==> config.mk <==
export PLATFORM = sky130hd
export DESIGN_NAME = tone_driver
export DESIGN_NICKNAME = d
export VERILOG_FILES = /design/src/verilog/tone_pkg.sv /design/src/verilog/tone_timebase.sv /design/src/verilog/tone_period_counter.sv /design/src/verilog/tone_driver.sv
export SDC_FILE = /design/constraint.sdc
export NUM_CORES = 1
export LEC_CHECK = 0
export ABC_AREA = 1
export CAP_MARGIN = 20
export CORE_MARGIN = 2
export CORE_UTILIZATION = 50
export CTS_CLUSTER_SIZE = 20
export DETAILED_ROUTE_END_ITERATION = 8
export DONT_BUFFER_PORTS = 1
export PLACE_DENSITY = 0.68
export SYNTH_ARGS = -nofsm -noshare
export SYNTH_HDL_FRONTEND = slang
export SYNTH_HIERARCHICAL = 1
export SYNTH_SLANG_ARGS = --single-unit
export TNS_END_PERCENT = 20
==> constraint.sdc <==
create_clock -name core_clk_in -period 3 [get_ports core_clk_in]
set_input_delay 0.6 -clock core_clk_in [delete_from_list [all_inputs] [get_ports core_clk_in]]
set_output_delay 0.6 -clock core_clk_in [all_outputs]
set_load 0.02 [all_outputs]
==> src/verilog/tone_pkg.sv <==
package tone_pkg;

  // Register byte offsets on the bus
  localparam logic [7:0] ADDR_TEMPO    = 8'h00;
  localparam logic [7:0] ADDR_DURATION = 8'h04;
  localparam logic [7:0] ADDR_PITCH    = 8'h08;
  localparam logic [7:0] ADDR_CONTROL  = 8'h0C;
  localparam logic [7:0] ADDR_STATUS   = 8'h10;

  // Field positions in control and status words
  localparam int CTRL_RUN_BIT    = 0;
  localparam int CTRL_BUZZER_BIT = 1;
  localparam int STAT_MELODY_BIT = 0;
  localparam int STAT_BUZZ_BIT   = 1;
  localparam int STAT_REST_BIT   = 2;

  // Field widths
  localparam int TEMPO_W = 4;
  localparam int DUR_W   = 6;
  localparam int PITCH_W = 7;
  localparam int CNT_W   = 8;

  // Bus encodings
  localparam logic [2:0] HSIZE_WORD = 3'h2;

  // Time base: tone reference and one note unit of 1.953125 ms
  localparam int     CLK_HZ_DEFAULT  = 200000000;
  localparam int     TONE_BASE_HZ    = 65536;
  localparam longint NOTE_UNIT_NS    = 1953125;
  localparam longint NS_PER_S        = 1000000000;
  localparam int     UNIT_BASE_TICKS =
    int'((NOTE_UNIT_NS * TONE_BASE_HZ) / NS_PER_S);

  // Buzzer: period step in base ticks, gate window in note units
  localparam logic [CNT_W-1:0] BUZZ_STEP_TICKS = 8'h10;
  localparam int               BUZZ_GATE_SHIFT = 5;

  // Software visible configuration
  typedef struct packed {
    logic [TEMPO_W-1:0] tempo;
    logic [DUR_W-1:0]   duration;
    logic [PITCH_W-1:0] pitch;
    logic               buzzer_select;
    logic               tone_run;
  } tone_cfg_t;

  localparam tone_cfg_t CFG_RESET = '0;

  typedef enum logic [1:0] {
    ST_IDLE   = 2'b00,
    ST_MELODY = 2'b01,
    ST_BUZZ   = 2'b10
  } tone_state_t;

endpackage : tone_pkg

==> src/verilog/tone_timebase.sv <==
`timescale 1ns/1ps
module tone_timebase
  import tone_pkg::*;
#(
  parameter int CLK_HZ = CLK_HZ_DEFAULT
) (
  input  wire logic core_clk_in,
  input  wire logic srst_in,
  input  wire logic clear_in,
  output logic      base_tick_out,
  output logic      unit_tick_out
);

  if (CLK_HZ < 2 * TONE_BASE_HZ)
  begin : g_bad_clk
    $error("tone_timebase: CLK_HZ too low for the tone reference");
  end

  logic [31:0] acc_q, acc_d;
  logic [6:0]  div_q, div_d;
  logic        base_q, base_d;
  logic        unit_q, unit_d;
  logic [31:0] acc_sum;

  // Fractional accumulator: exact 65536 Hz on average, jitter one cycle
  always_comb
  begin
    acc_sum = acc_q + 32'(TONE_BASE_HZ);
    acc_d   = acc_sum;
    base_d  = 1'b0;
    div_d   = div_q;
    unit_d  = 1'b0;
    if (acc_sum >= 32'(CLK_HZ))
    begin
      acc_d  = acc_sum - 32'(CLK_HZ);
      base_d = 1'b1;
      if (div_q == 7'(UNIT_BASE_TICKS - 1))
      begin
        div_d  = '0;
        unit_d = 1'b1;
      end
      else
        div_d = div_q + 7'h01;
    end
    if (clear_in)
    begin
      acc_d  = '0;
      div_d  = '0;
      base_d = 1'b0;
      unit_d = 1'b0;
    end
  end

  always_ff @(posedge core_clk_in)
  begin
    if (srst_in)
    begin
      acc_q  <= '0;
      div_q  <= '0;
      base_q <= 1'b0;
      unit_q <= 1'b0;
    end
    else
    begin
      acc_q  <= acc_d;
      div_q  <= div_d;
      base_q <= base_d;
      unit_q <= unit_d;
    end
  end

  assign base_tick_out = base_q;
  assign unit_tick_out = unit_q;

endmodule : tone_timebase

==> src/verilog/tone_period_counter.sv <==
`timescale 1ns/1ps
module tone_period_counter
  import tone_pkg::*;
#(
  parameter int WIDTH = CNT_W
) (
  input  wire logic             core_clk_in,
  input  wire logic             srst_in,
  input  wire logic             clear_in,
  input  wire logic             tick_in,
  input  wire logic [WIDTH-1:0] last_in,
  output logic      [WIDTH-1:0] count_out
);

  if (WIDTH < 2)
  begin : g_bad_width
    $error("tone_period_counter: WIDTH must be at least 2");
  end

  logic [WIDTH-1:0] cnt_q, cnt_d;

  // Wraps at last_in; >= guards a period shortened mid-cycle
  always_comb
  begin
    cnt_d = cnt_q;
    if (clear_in)
      cnt_d = '0;
    else if (tick_in)
    begin
      if (cnt_q >= last_in)
        cnt_d = '0;
      else
        cnt_d = cnt_q + WIDTH'(1);
    end
  end

  always_ff @(posedge core_clk_in)
  begin
    if (srst_in)
      cnt_q <= '0;
    else
      cnt_q <= cnt_d;
  end

  assign count_out = cnt_q;

endmodule : tone_period_counter

==> src/verilog/tone_driver.sv <==
`timescale 1ns/1ps
// Behaviour
// - Tempo value is the 4-bit tempo field, bits weighted 8,4,2,1.
// - Tempo value zero times exactly like tempo value one.
// - Duration value is the 6-bit duration field, weights 32 down to 1.
// - Duration value zero lasts exactly as long as value one.
// - Note or rest lasts 1.953125 ms times (tempo+1) times (duration+1).
// - Melody frequency is 65536 Hz over (pitch+1), pitch 4 to 127.
// - Pitch value is the 7-bit pitch field, weights 64 down to 1.
// - Upper five pitch bits all zero gives a rest, no tone.
// - A rest lasts as long as a note of the same codes.
// - In buzzer mode the tempo register picks the buzzer output mode.
// - In buzzer mode the duration register picks the high duty.
// - In buzzer mode the pitch register picks the buzzer frequency.
// - Run set in buzzer mode drives the buzzer waveform until run clears; steadily only at tempo 0, else gated.
// - Melody start copies duration and pitch to buffers, starts, interrupts.
// - Clearing run stops output immediately.
// - Buzzer uses low three pitch bits: 4.096 kHz down to 293 Hz.
// - Buzzer duty in sixteenths, minimum one; eighths at 4.096 kHz.
module tone_driver
  import tone_pkg::*;
#(
  parameter int CLK_HZ = CLK_HZ_DEFAULT
) (
  input  wire logic        core_clk_in,
  input  wire logic        srst_in,
  input  wire logic        hsel_in,
  input  wire logic [31:0] haddr_in,
  input  wire logic [1:0]  htrans_in,
  input  wire logic        hwrite_in,
  input  wire logic [2:0]  hsize_in,
  input  wire logic [31:0] hwdata_in,
  input  wire logic        hready_in,
  output logic             hreadyout_out,
  output logic [31:0]      hrdata_out,
  output logic             hresp_out,
  output logic             tone_out_pin_out,
  output logic             tone_irq_out
);

  // Buzzer period in base ticks minus one: 16 at code 0, else 32 times
  // the code, so the top frequency is divided by 1, 2, 4, 6 ... 14
  function automatic logic [CNT_W-1:0] buzz_last(input logic [2:0] sel);
    if (sel == 3'h0)
      buzz_last = BUZZ_STEP_TICKS - 8'h01;
    else
      buzz_last = ({5'h00, sel} * (BUZZ_STEP_TICKS << 1)) - 8'h01;
  endfunction : buzz_last

  // High time in base ticks for the buzzer duty code
  function automatic logic [CNT_W-1:0] buzz_high(input logic [2:0] sel,
                                                 input logic [3:0] d);
    logic [3:0] e;
    e = 4'h0;
    if (sel == 3'h0)
    begin
      e = {1'b0, d[3:1]};
      if (e == 4'h0)
        e = 4'h1;
      buzz_high = {3'h0, e, 1'b0};
    end
    else
    begin
      e = (d == 4'h0) ? 4'h1 : d;
      buzz_high = {4'h0, e} * {4'h0, sel, 1'b0}; // Sixteenths of 32*sel
    end
  endfunction : buzz_high

  tone_cfg_t   cfg_q, cfg_d;
  logic        wr_pend_q, wr_pend_d;
  logic [7:0]  wr_addr_q, wr_addr_d;
  logic [31:0] rdata_q, rdata_d;
  logic        ready_q;
  logic        take;

  tone_state_t       state_q, state_d;
  logic [DUR_W-1:0]  dur_buf_q, dur_buf_d;
  logic [PITCH_W-1:0] pitch_buf_q, pitch_buf_d;
  logic [TEMPO_W-1:0] tp_cnt_q, tp_cnt_d;
  logic [DUR_W-1:0]  dur_cnt_q, dur_cnt_d;
  logic [8:0]        gate_cnt_q, gate_cnt_d;
  logic              gate_on_q, gate_on_d;
  logic              irq_q, irq_d;
  logic              pin_q, pin_d;

  logic [TEMPO_W-1:0] tp_eff;
  logic [DUR_W-1:0]   ln_eff;
  logic               beat, note_end, resting, start, reload;
  logic               tb_clear, per_clear;
  logic               base_tick, unit_tick;
  logic [CNT_W-1:0]   per_last, per_cnt, half;
  logic [8:0]         gate_len;
  logic [2:0]         status;

  tone_timebase #(
    .CLK_HZ        (CLK_HZ)
  ) u_timebase (
    .core_clk_in   (core_clk_in),
    .srst_in       (srst_in),
    .clear_in      (tb_clear),
    .base_tick_out (base_tick),
    .unit_tick_out (unit_tick)
  );

  tone_period_counter #(
    .WIDTH       (CNT_W)
  ) u_period (
    .core_clk_in (core_clk_in),
    .srst_in     (srst_in),
    .clear_in    (per_clear),
    .tick_in     (base_tick),
    .last_in     (per_last),
    .count_out   (per_cnt)
  );

  // Bus slave: zero wait states; read mux uses next values so that a
  // read right behind a write returns the new data
  always_comb
  begin
    take      = hsel_in && hready_in && htrans_in[1];
    wr_pend_d = take && hwrite_in && (hsize_in == HSIZE_WORD);
    wr_addr_d = haddr_in[7:0];
    cfg_d     = cfg_q;
    if (wr_pend_q)
    begin
      case (wr_addr_q)
        ADDR_TEMPO:    cfg_d.tempo    = hwdata_in[TEMPO_W-1:0];
        ADDR_DURATION: cfg_d.duration = hwdata_in[DUR_W-1:0];
        ADDR_PITCH:    cfg_d.pitch    = hwdata_in[PITCH_W-1:0];
        ADDR_CONTROL:
        begin
          cfg_d.tone_run      = hwdata_in[CTRL_RUN_BIT];
          cfg_d.buzzer_select = hwdata_in[CTRL_BUZZER_BIT];
        end
        default: cfg_d = cfg_q;
      endcase
    end
    rdata_d = 32'h0000_0000;
    if (take && !hwrite_in)
    begin
      case (haddr_in[7:0])
        ADDR_TEMPO:    rdata_d = 32'(cfg_d.tempo);
        ADDR_DURATION: rdata_d = 32'(cfg_d.duration);
        ADDR_PITCH:    rdata_d = 32'(cfg_d.pitch);
        ADDR_CONTROL:  rdata_d = 32'({cfg_d.buzzer_select, cfg_d.tone_run});
        ADDR_STATUS:   rdata_d = 32'(status);
        default:       rdata_d = 32'h0000_0000; // Unmapped reads zero
      endcase
    end
  end

  always_ff @(posedge core_clk_in)
  begin
    if (srst_in)
    begin
      cfg_q     <= CFG_RESET;
      wr_pend_q <= 1'b0;
      wr_addr_q <= 8'h00;
      rdata_q   <= 32'h0000_0000;
      ready_q   <= 1'b0;
    end
    else
    begin
      cfg_q     <= cfg_d;
      wr_pend_q <= wr_pend_d;
      wr_addr_q <= wr_addr_d;
      rdata_q   <= rdata_d;
      ready_q   <= 1'b1;
    end
  end

  // Timing and tone decode
  always_comb
  begin
    status                  = 3'h0;
    status[STAT_MELODY_BIT] = (state_q == ST_MELODY);
    status[STAT_BUZZ_BIT]   = (state_q == ST_BUZZ);
    tp_eff   = (cfg_q.tempo == 4'h0) ? 4'h1 : cfg_q.tempo;
    ln_eff   = (dur_buf_q == 6'h00) ? 6'h01 : dur_buf_q;
    beat     = unit_tick && (tp_cnt_q >= tp_eff);
    note_end = beat && (dur_cnt_q >= ln_eff);
    resting  = (pitch_buf_q[PITCH_W-1:2] == 5'h00);
    status[STAT_REST_BIT] = (state_q == ST_MELODY) && resting;
    half     = ({1'b0, pitch_buf_q} + 8'h01) >> 1;
    per_last = (state_q == ST_BUZZ) ? buzz_last(cfg_q.pitch[2:0])
                                    : {1'b0, pitch_buf_q};
    gate_len = 9'(cfg_q.tempo) << BUZZ_GATE_SHIFT;
  end

  // Mode sequencing: run and buzzer select steer the machine
  always_comb
  begin
    state_d = state_q;
    case (state_q)
      ST_IDLE:
        if (cfg_q.tone_run)
          state_d = cfg_q.buzzer_select ? ST_BUZZ : ST_MELODY;
      ST_MELODY, ST_BUZZ:
        if (!cfg_q.tone_run)
          state_d = ST_IDLE;
        else
          state_d = cfg_q.buzzer_select ? ST_BUZZ : ST_MELODY;
      default: state_d = ST_IDLE;
    endcase
    start  = (state_d == ST_MELODY) && (state_q != ST_MELODY);
    reload = start || ((state_q == ST_MELODY) && (state_d == ST_MELODY)
                       && note_end);
    tb_clear  = start || ((state_d == ST_BUZZ) && (state_q != ST_BUZZ));
    per_clear = tb_clear || reload;
  end

  // Note timing, buffers, gate and pin
  always_comb
  begin
    dur_buf_d   = dur_buf_q;
    pitch_buf_d = pitch_buf_q;
    tp_cnt_d    = tp_cnt_q;
    dur_cnt_d   = dur_cnt_q;
    gate_cnt_d  = gate_cnt_q;
    gate_on_d   = gate_on_q;
    irq_d       = 1'b0;
    if (reload)
    begin
      dur_buf_d   = cfg_q.duration;
      pitch_buf_d = cfg_q.pitch;
      tp_cnt_d    = '0;
      dur_cnt_d   = '0;
      irq_d       = 1'b1;
    end
    else if ((state_q == ST_MELODY) && unit_tick)
    begin
      tp_cnt_d = beat ? 4'h0 : tp_cnt_q + 4'h1;
      if (beat)
        dur_cnt_d = dur_cnt_q + 6'h01;
    end
    // Buzzer mode 0 sounds steadily; others gate in windows of tempo*32
    if ((state_q != ST_BUZZ) || (cfg_q.tempo == 4'h0))
    begin
      gate_cnt_d = '0;
      gate_on_d  = 1'b1;
    end
    else if (unit_tick)
    begin
      if (gate_cnt_q + 9'h001 >= gate_len)
      begin
        gate_cnt_d = '0;
        gate_on_d  = !gate_on_q;
      end
      else
        gate_cnt_d = gate_cnt_q + 9'h001;
    end
    case (state_q)
      ST_MELODY: pin_d = !resting && (per_cnt < half);
      ST_BUZZ:   pin_d = gate_on_q && (per_cnt <
                   buzz_high(cfg_q.pitch[2:0],
                             cfg_q.duration[3:0]));
      default:   pin_d = 1'b0;
    endcase
    if (state_d != state_q)
      pin_d = 1'b0;
  end

  always_ff @(posedge core_clk_in)
  begin
    if (srst_in)
    begin
      state_q     <= ST_IDLE;
      dur_buf_q   <= '0;
      pitch_buf_q <= '0;
      tp_cnt_q    <= '0;
      dur_cnt_q   <= '0;
      gate_cnt_q  <= '0;
      gate_on_q   <= 1'b1;
      irq_q       <= 1'b0;
      pin_q       <= 1'b0;
    end
    else
    begin
      state_q     <= state_d;
      dur_buf_q   <= dur_buf_d;
      pitch_buf_q <= pitch_buf_d;
      tp_cnt_q    <= tp_cnt_d;
      dur_cnt_q   <= dur_cnt_d;
      gate_cnt_q  <= gate_cnt_d;
      gate_on_q   <= gate_on_d;
      irq_q       <= irq_d;
      pin_q       <= pin_d;
    end
  end

  assign hreadyout_out    = ready_q;
  assign hrdata_out       = rdata_q;
  assign hresp_out        = 1'b0;
  assign tone_out_pin_out = pin_q;
  assign tone_irq_out     = irq_q;
endmodule : tone_driver

==> run_results.csv <==
group,metric,value,unit
clock_network,h-tree-depth,4,
logic_synthesis,yosysSeqAreaShare,29.18,%
sta,final_hold_viol_count,0,
logic_synthesis,avgSynthCellArea,6.801,um^2
sta,setup_viol_count_final,0,
routing,ant_nets,0,
floorplanning,rows,45,
cells_and_area,final-seq-area,0.002265,mm^2
logic_synthesis,yosysMostFrequentCell,"nand2_1",
global_routing,grt_pass1_wl,29.77,mm
logic_synthesis,ys_ff_latch,113,
hold_path,hold_class,"input port to register",
routing,vias,7019,
logic_synthesis,synth-edff-count,0,
logic_synthesis,yosys_warnings,6,
floorplanning,die_height,128.5,um
sta,finClkSkew,0.008705,ns
clock_network,cts.sinks,113,
cells_and_area,multi_input_area,0.004741,mm^2
logic_synthesis,synth_top_cell_area_share,29.18,%
routing,via_per_inst,5.199,
sta,slew_headroom,65.21,%
sta,fin_crit_sh,92.88,%
logic_synthesis,synth_common_cells,"278 x nand2_1, 142 x inv_1, 124 x nor2_1",
worst_setup_path,critPathLaunchType,"register",
logic_synthesis,synth.area.top_cells,"dfxtp_1 29%, nand2_1 13%, ha_1 9.2%, nand3_1 7.3%, inv_1 6.9%",
floorplanning,die-width,128.5,um
clock_network,clk_pin_slew,0.06,ns
sta,clock.fmax,0.3589,GHz
pwr,vdd_drop_max,490.7,uV
cells_and_area,area_growth,9.618,%
routing,first_pass_iters,5,
routing,routed_wl,17.51,mm
logic_synthesis,ys_types,48,
cells_and_area,finalNetCount,1283,
placement,dp_hpwl,12.84,mm
global_routing,grt_usage,22.29,%
floorplanning,die_area,0.01652,mm^2
global_routing,first_global_vias,6419,
sta,period_needed,2.786,ns
logic_synthesis,synth_top_cell_by_area,"dfxtp_1",
pwr,leakage,3.871,nW
cells_and_area,drive_above_1_share,8.864,%
routing,drt_iter0_markers,404,
global_routing,grt-ovfl-total,0,
pwr,finalPower,0.004962,W
logic_synthesis,synthesis.area,0.007754,mm^2
pwr,power_density,583.8,mW/mm^2
global_routing,grt_start_max_net_pins,36,
sta,worst_pin_slew,0.5190,ns
job,cap_violations,0,
logic_synthesis,synth_cells,1140,
routing,drc,0,
cells_and_area,num_antenna_cells,0,
sta,setup_ws,0.2137,ns
clock_network,cts_buffer_depth,2,
routing,wl_per_cell,12.97,um
worst_setup_path,cp-end-kind,"register",
placement,gp_congestion,0.9165,
sta,rsz0062_at_grt,"false",
placement,pre_cts_slack,0.002710,ns
clock_network,ctsHoldBuffers,0,
logic_synthesis,synth-main-ff-cell,"dfxtp_1",
clock_network,numCtsBuffers,17,
floorplanning,initial_core_util,51.00,%
logic_synthesis,async_flop_share,0,%
worst_setup_path,critPathKind,"register to register",
sta,drv_slew,0,
worst_setup_path,cp_data_required_time,3.36,ns
clock_network,cts_tree,"built",
floorplanning,placeableCoreArea,0.01520,mm^2
clock_network,cts_root_buf,"clkbuf_16",
worst_setup_path,cp_max_fo,6,
cells_and_area,fillers,1504,
run_status,outcome,"finished clean",
global_routing,antenna_found_initial,0,
sta,tns,0,ns
placement,port_buffers,0,
floorplanning,ios,110,
clock_network,insertion_delay,0.42,ns
worst_setup_path,cp_data_arrival_time,3.14,ns
-- worst paths after layout --
| path | from | end | slack (ns) | depth (start not counted) |
|---|---|---|---|---|
| max | cfg_q[10]$_SDFF_PP0_ | tone_out_pin_out$_SDFF_PP0_ | 0.21 | 15 |
| min | hsize_in[0] | wr_pend_q$_SDFF_PP0_ | 0.26 | 1 |
| max reg2reg | cfg_q[10]$_SDFF_PP0_ | tone_out_pin_out$_SDFF_PP0_ | 0.21 | 15 |
| min reg2reg | cfg_q[13]$_SDFF_PP0_ | dur_buf_q[4]$_SDFFE_PP0P_ | 0.46 | 2 |
-- stage by stage --
| stage | cell area (um^2) | utilization (%) | instances | hold slack (ns) |
|---|---|---|---|---|
| after floorplan | 7848 | - | 1165 | 0.4417 |
| after global placement | 7853 | 51.65 | 1317 | 0.4551 |
| after detailed placement | 7853 | 51.65 | 1317 | 0.4573 |
| after CTS | 8436 | 55.49 | 1349 | 0.2420 |
| after global routing | 8499 | 55.91 | 1350 | 0.2399 |
| final | 8499 | 55.91 | 1350 | 0.2563 |
-- report_power, final --
| group | leakage, nW | switching [W] | total (W) | internal [W] |
|---|---|---|---|---|
| registers | 0.919 | 0.000139 | 0.00178 | 0.00164 |
| logic | 2.67 | 0.000789 | 0.00120 | 0.000411 |
| clock network | 0.286 | 0.000708 | 0.00199 | 0.00128 |
-- what timing repair did --
action | in CTS | in global routing
gates resized for setup | 0 | 16
endpoints found under the setup margin | 0 | 1
setup buffers | 0 | 1
hold endpoints to repair | 0 | 0
-- layout by cell type, fill, tap and decap left out, types with 7 or more instances in the layout --
cell type	netlist	layout
a21oi_1	56	54
buf_4	26	13
clkbuf_16	0	17
conb_1	1	26
dfxtp_1	113	111
ha_1	57	55
inv_1	142	141
inv_2	7	8
nand2_1	278	277
nand2_2	7	8
nand3_1	113	113
nand3b_1	7	7
nand4_1	43	43
nor2_1	124	122
nor2_4	9	10
nor3_1	14	14
o211ai_1	7	7
o21ai_0	24	23
xnor2_1	10	10
xor2_1	30	30
-- state kept, by name, summed over array words and instances, names as in the netlist, 2 cells and up --
signal and flops:
u_timebase/div_q 7, dur_cnt_q 6, cfg_q 19, u_period/count_out 8, gate_cnt_q 9, tp_cnt_q 4
wr_addr_q 8, u_timebase/acc_q 23, dur_buf_q 6, pitch_buf_q 7, hrdata_out 7, state_q 2
-- critical path, stage by stage (launching register included) --
cell     delay, ns
dfxtp_2       0.33
buf_6         0.12
nand2_1       0.07
fa_1          0.55
inv_1         0.07
ha_1          0.29
a21o_1        0.18
a21oi_2       0.13
o21ai_0       0.09
a21o_1        0.20
ha_4          0.22
nand4_1       0.08
nand3_1       0.07
a31oi_1       0.14
nand2_1       0.07
a21oi_1       0.11
-- cell type report --
class                      instances  share of cell area (%)
multi-input combinational        852                   55.78
sequential                       113                   26.65
inverter                         151                   6.669
clock buffer                      22                   5.579
tap                              188                   2.768
clock inverter                    10                   1.281
timing repair buffer              14                   1.281
-- layer usage --
| layer | track usage (%) | routed length [um] | vias to the layer above |
|---|---|---|---|
| li1 | - | - | 3662 |
| met1 | 29.60 | 8425 | 3216 |
| met2 | 36.45 | 8062 | 120 |
| met3 | 5.031 | 799 | 21 |
| met4 | 6.522 | 225 | 0 |
| met5 | 0 | 0 | - |
-- cell families (layout without fill, tap and decap cells) --
kind of cell	after synthesis	after routing	share of synthesized area, %
other	1	26	0.04836
adders and majority gates	60	60	9.973
muxes	1	1	0.1291
buffers and inverters	200	197	11.54
xor gates and xnor gates	40	40	4.518
AOI/OAI and AO/OA	104	104	7.455
and+or+nand+nor	621	621	37.16
DFF	113	113	29.18
(Power assumes the default switching activity.)
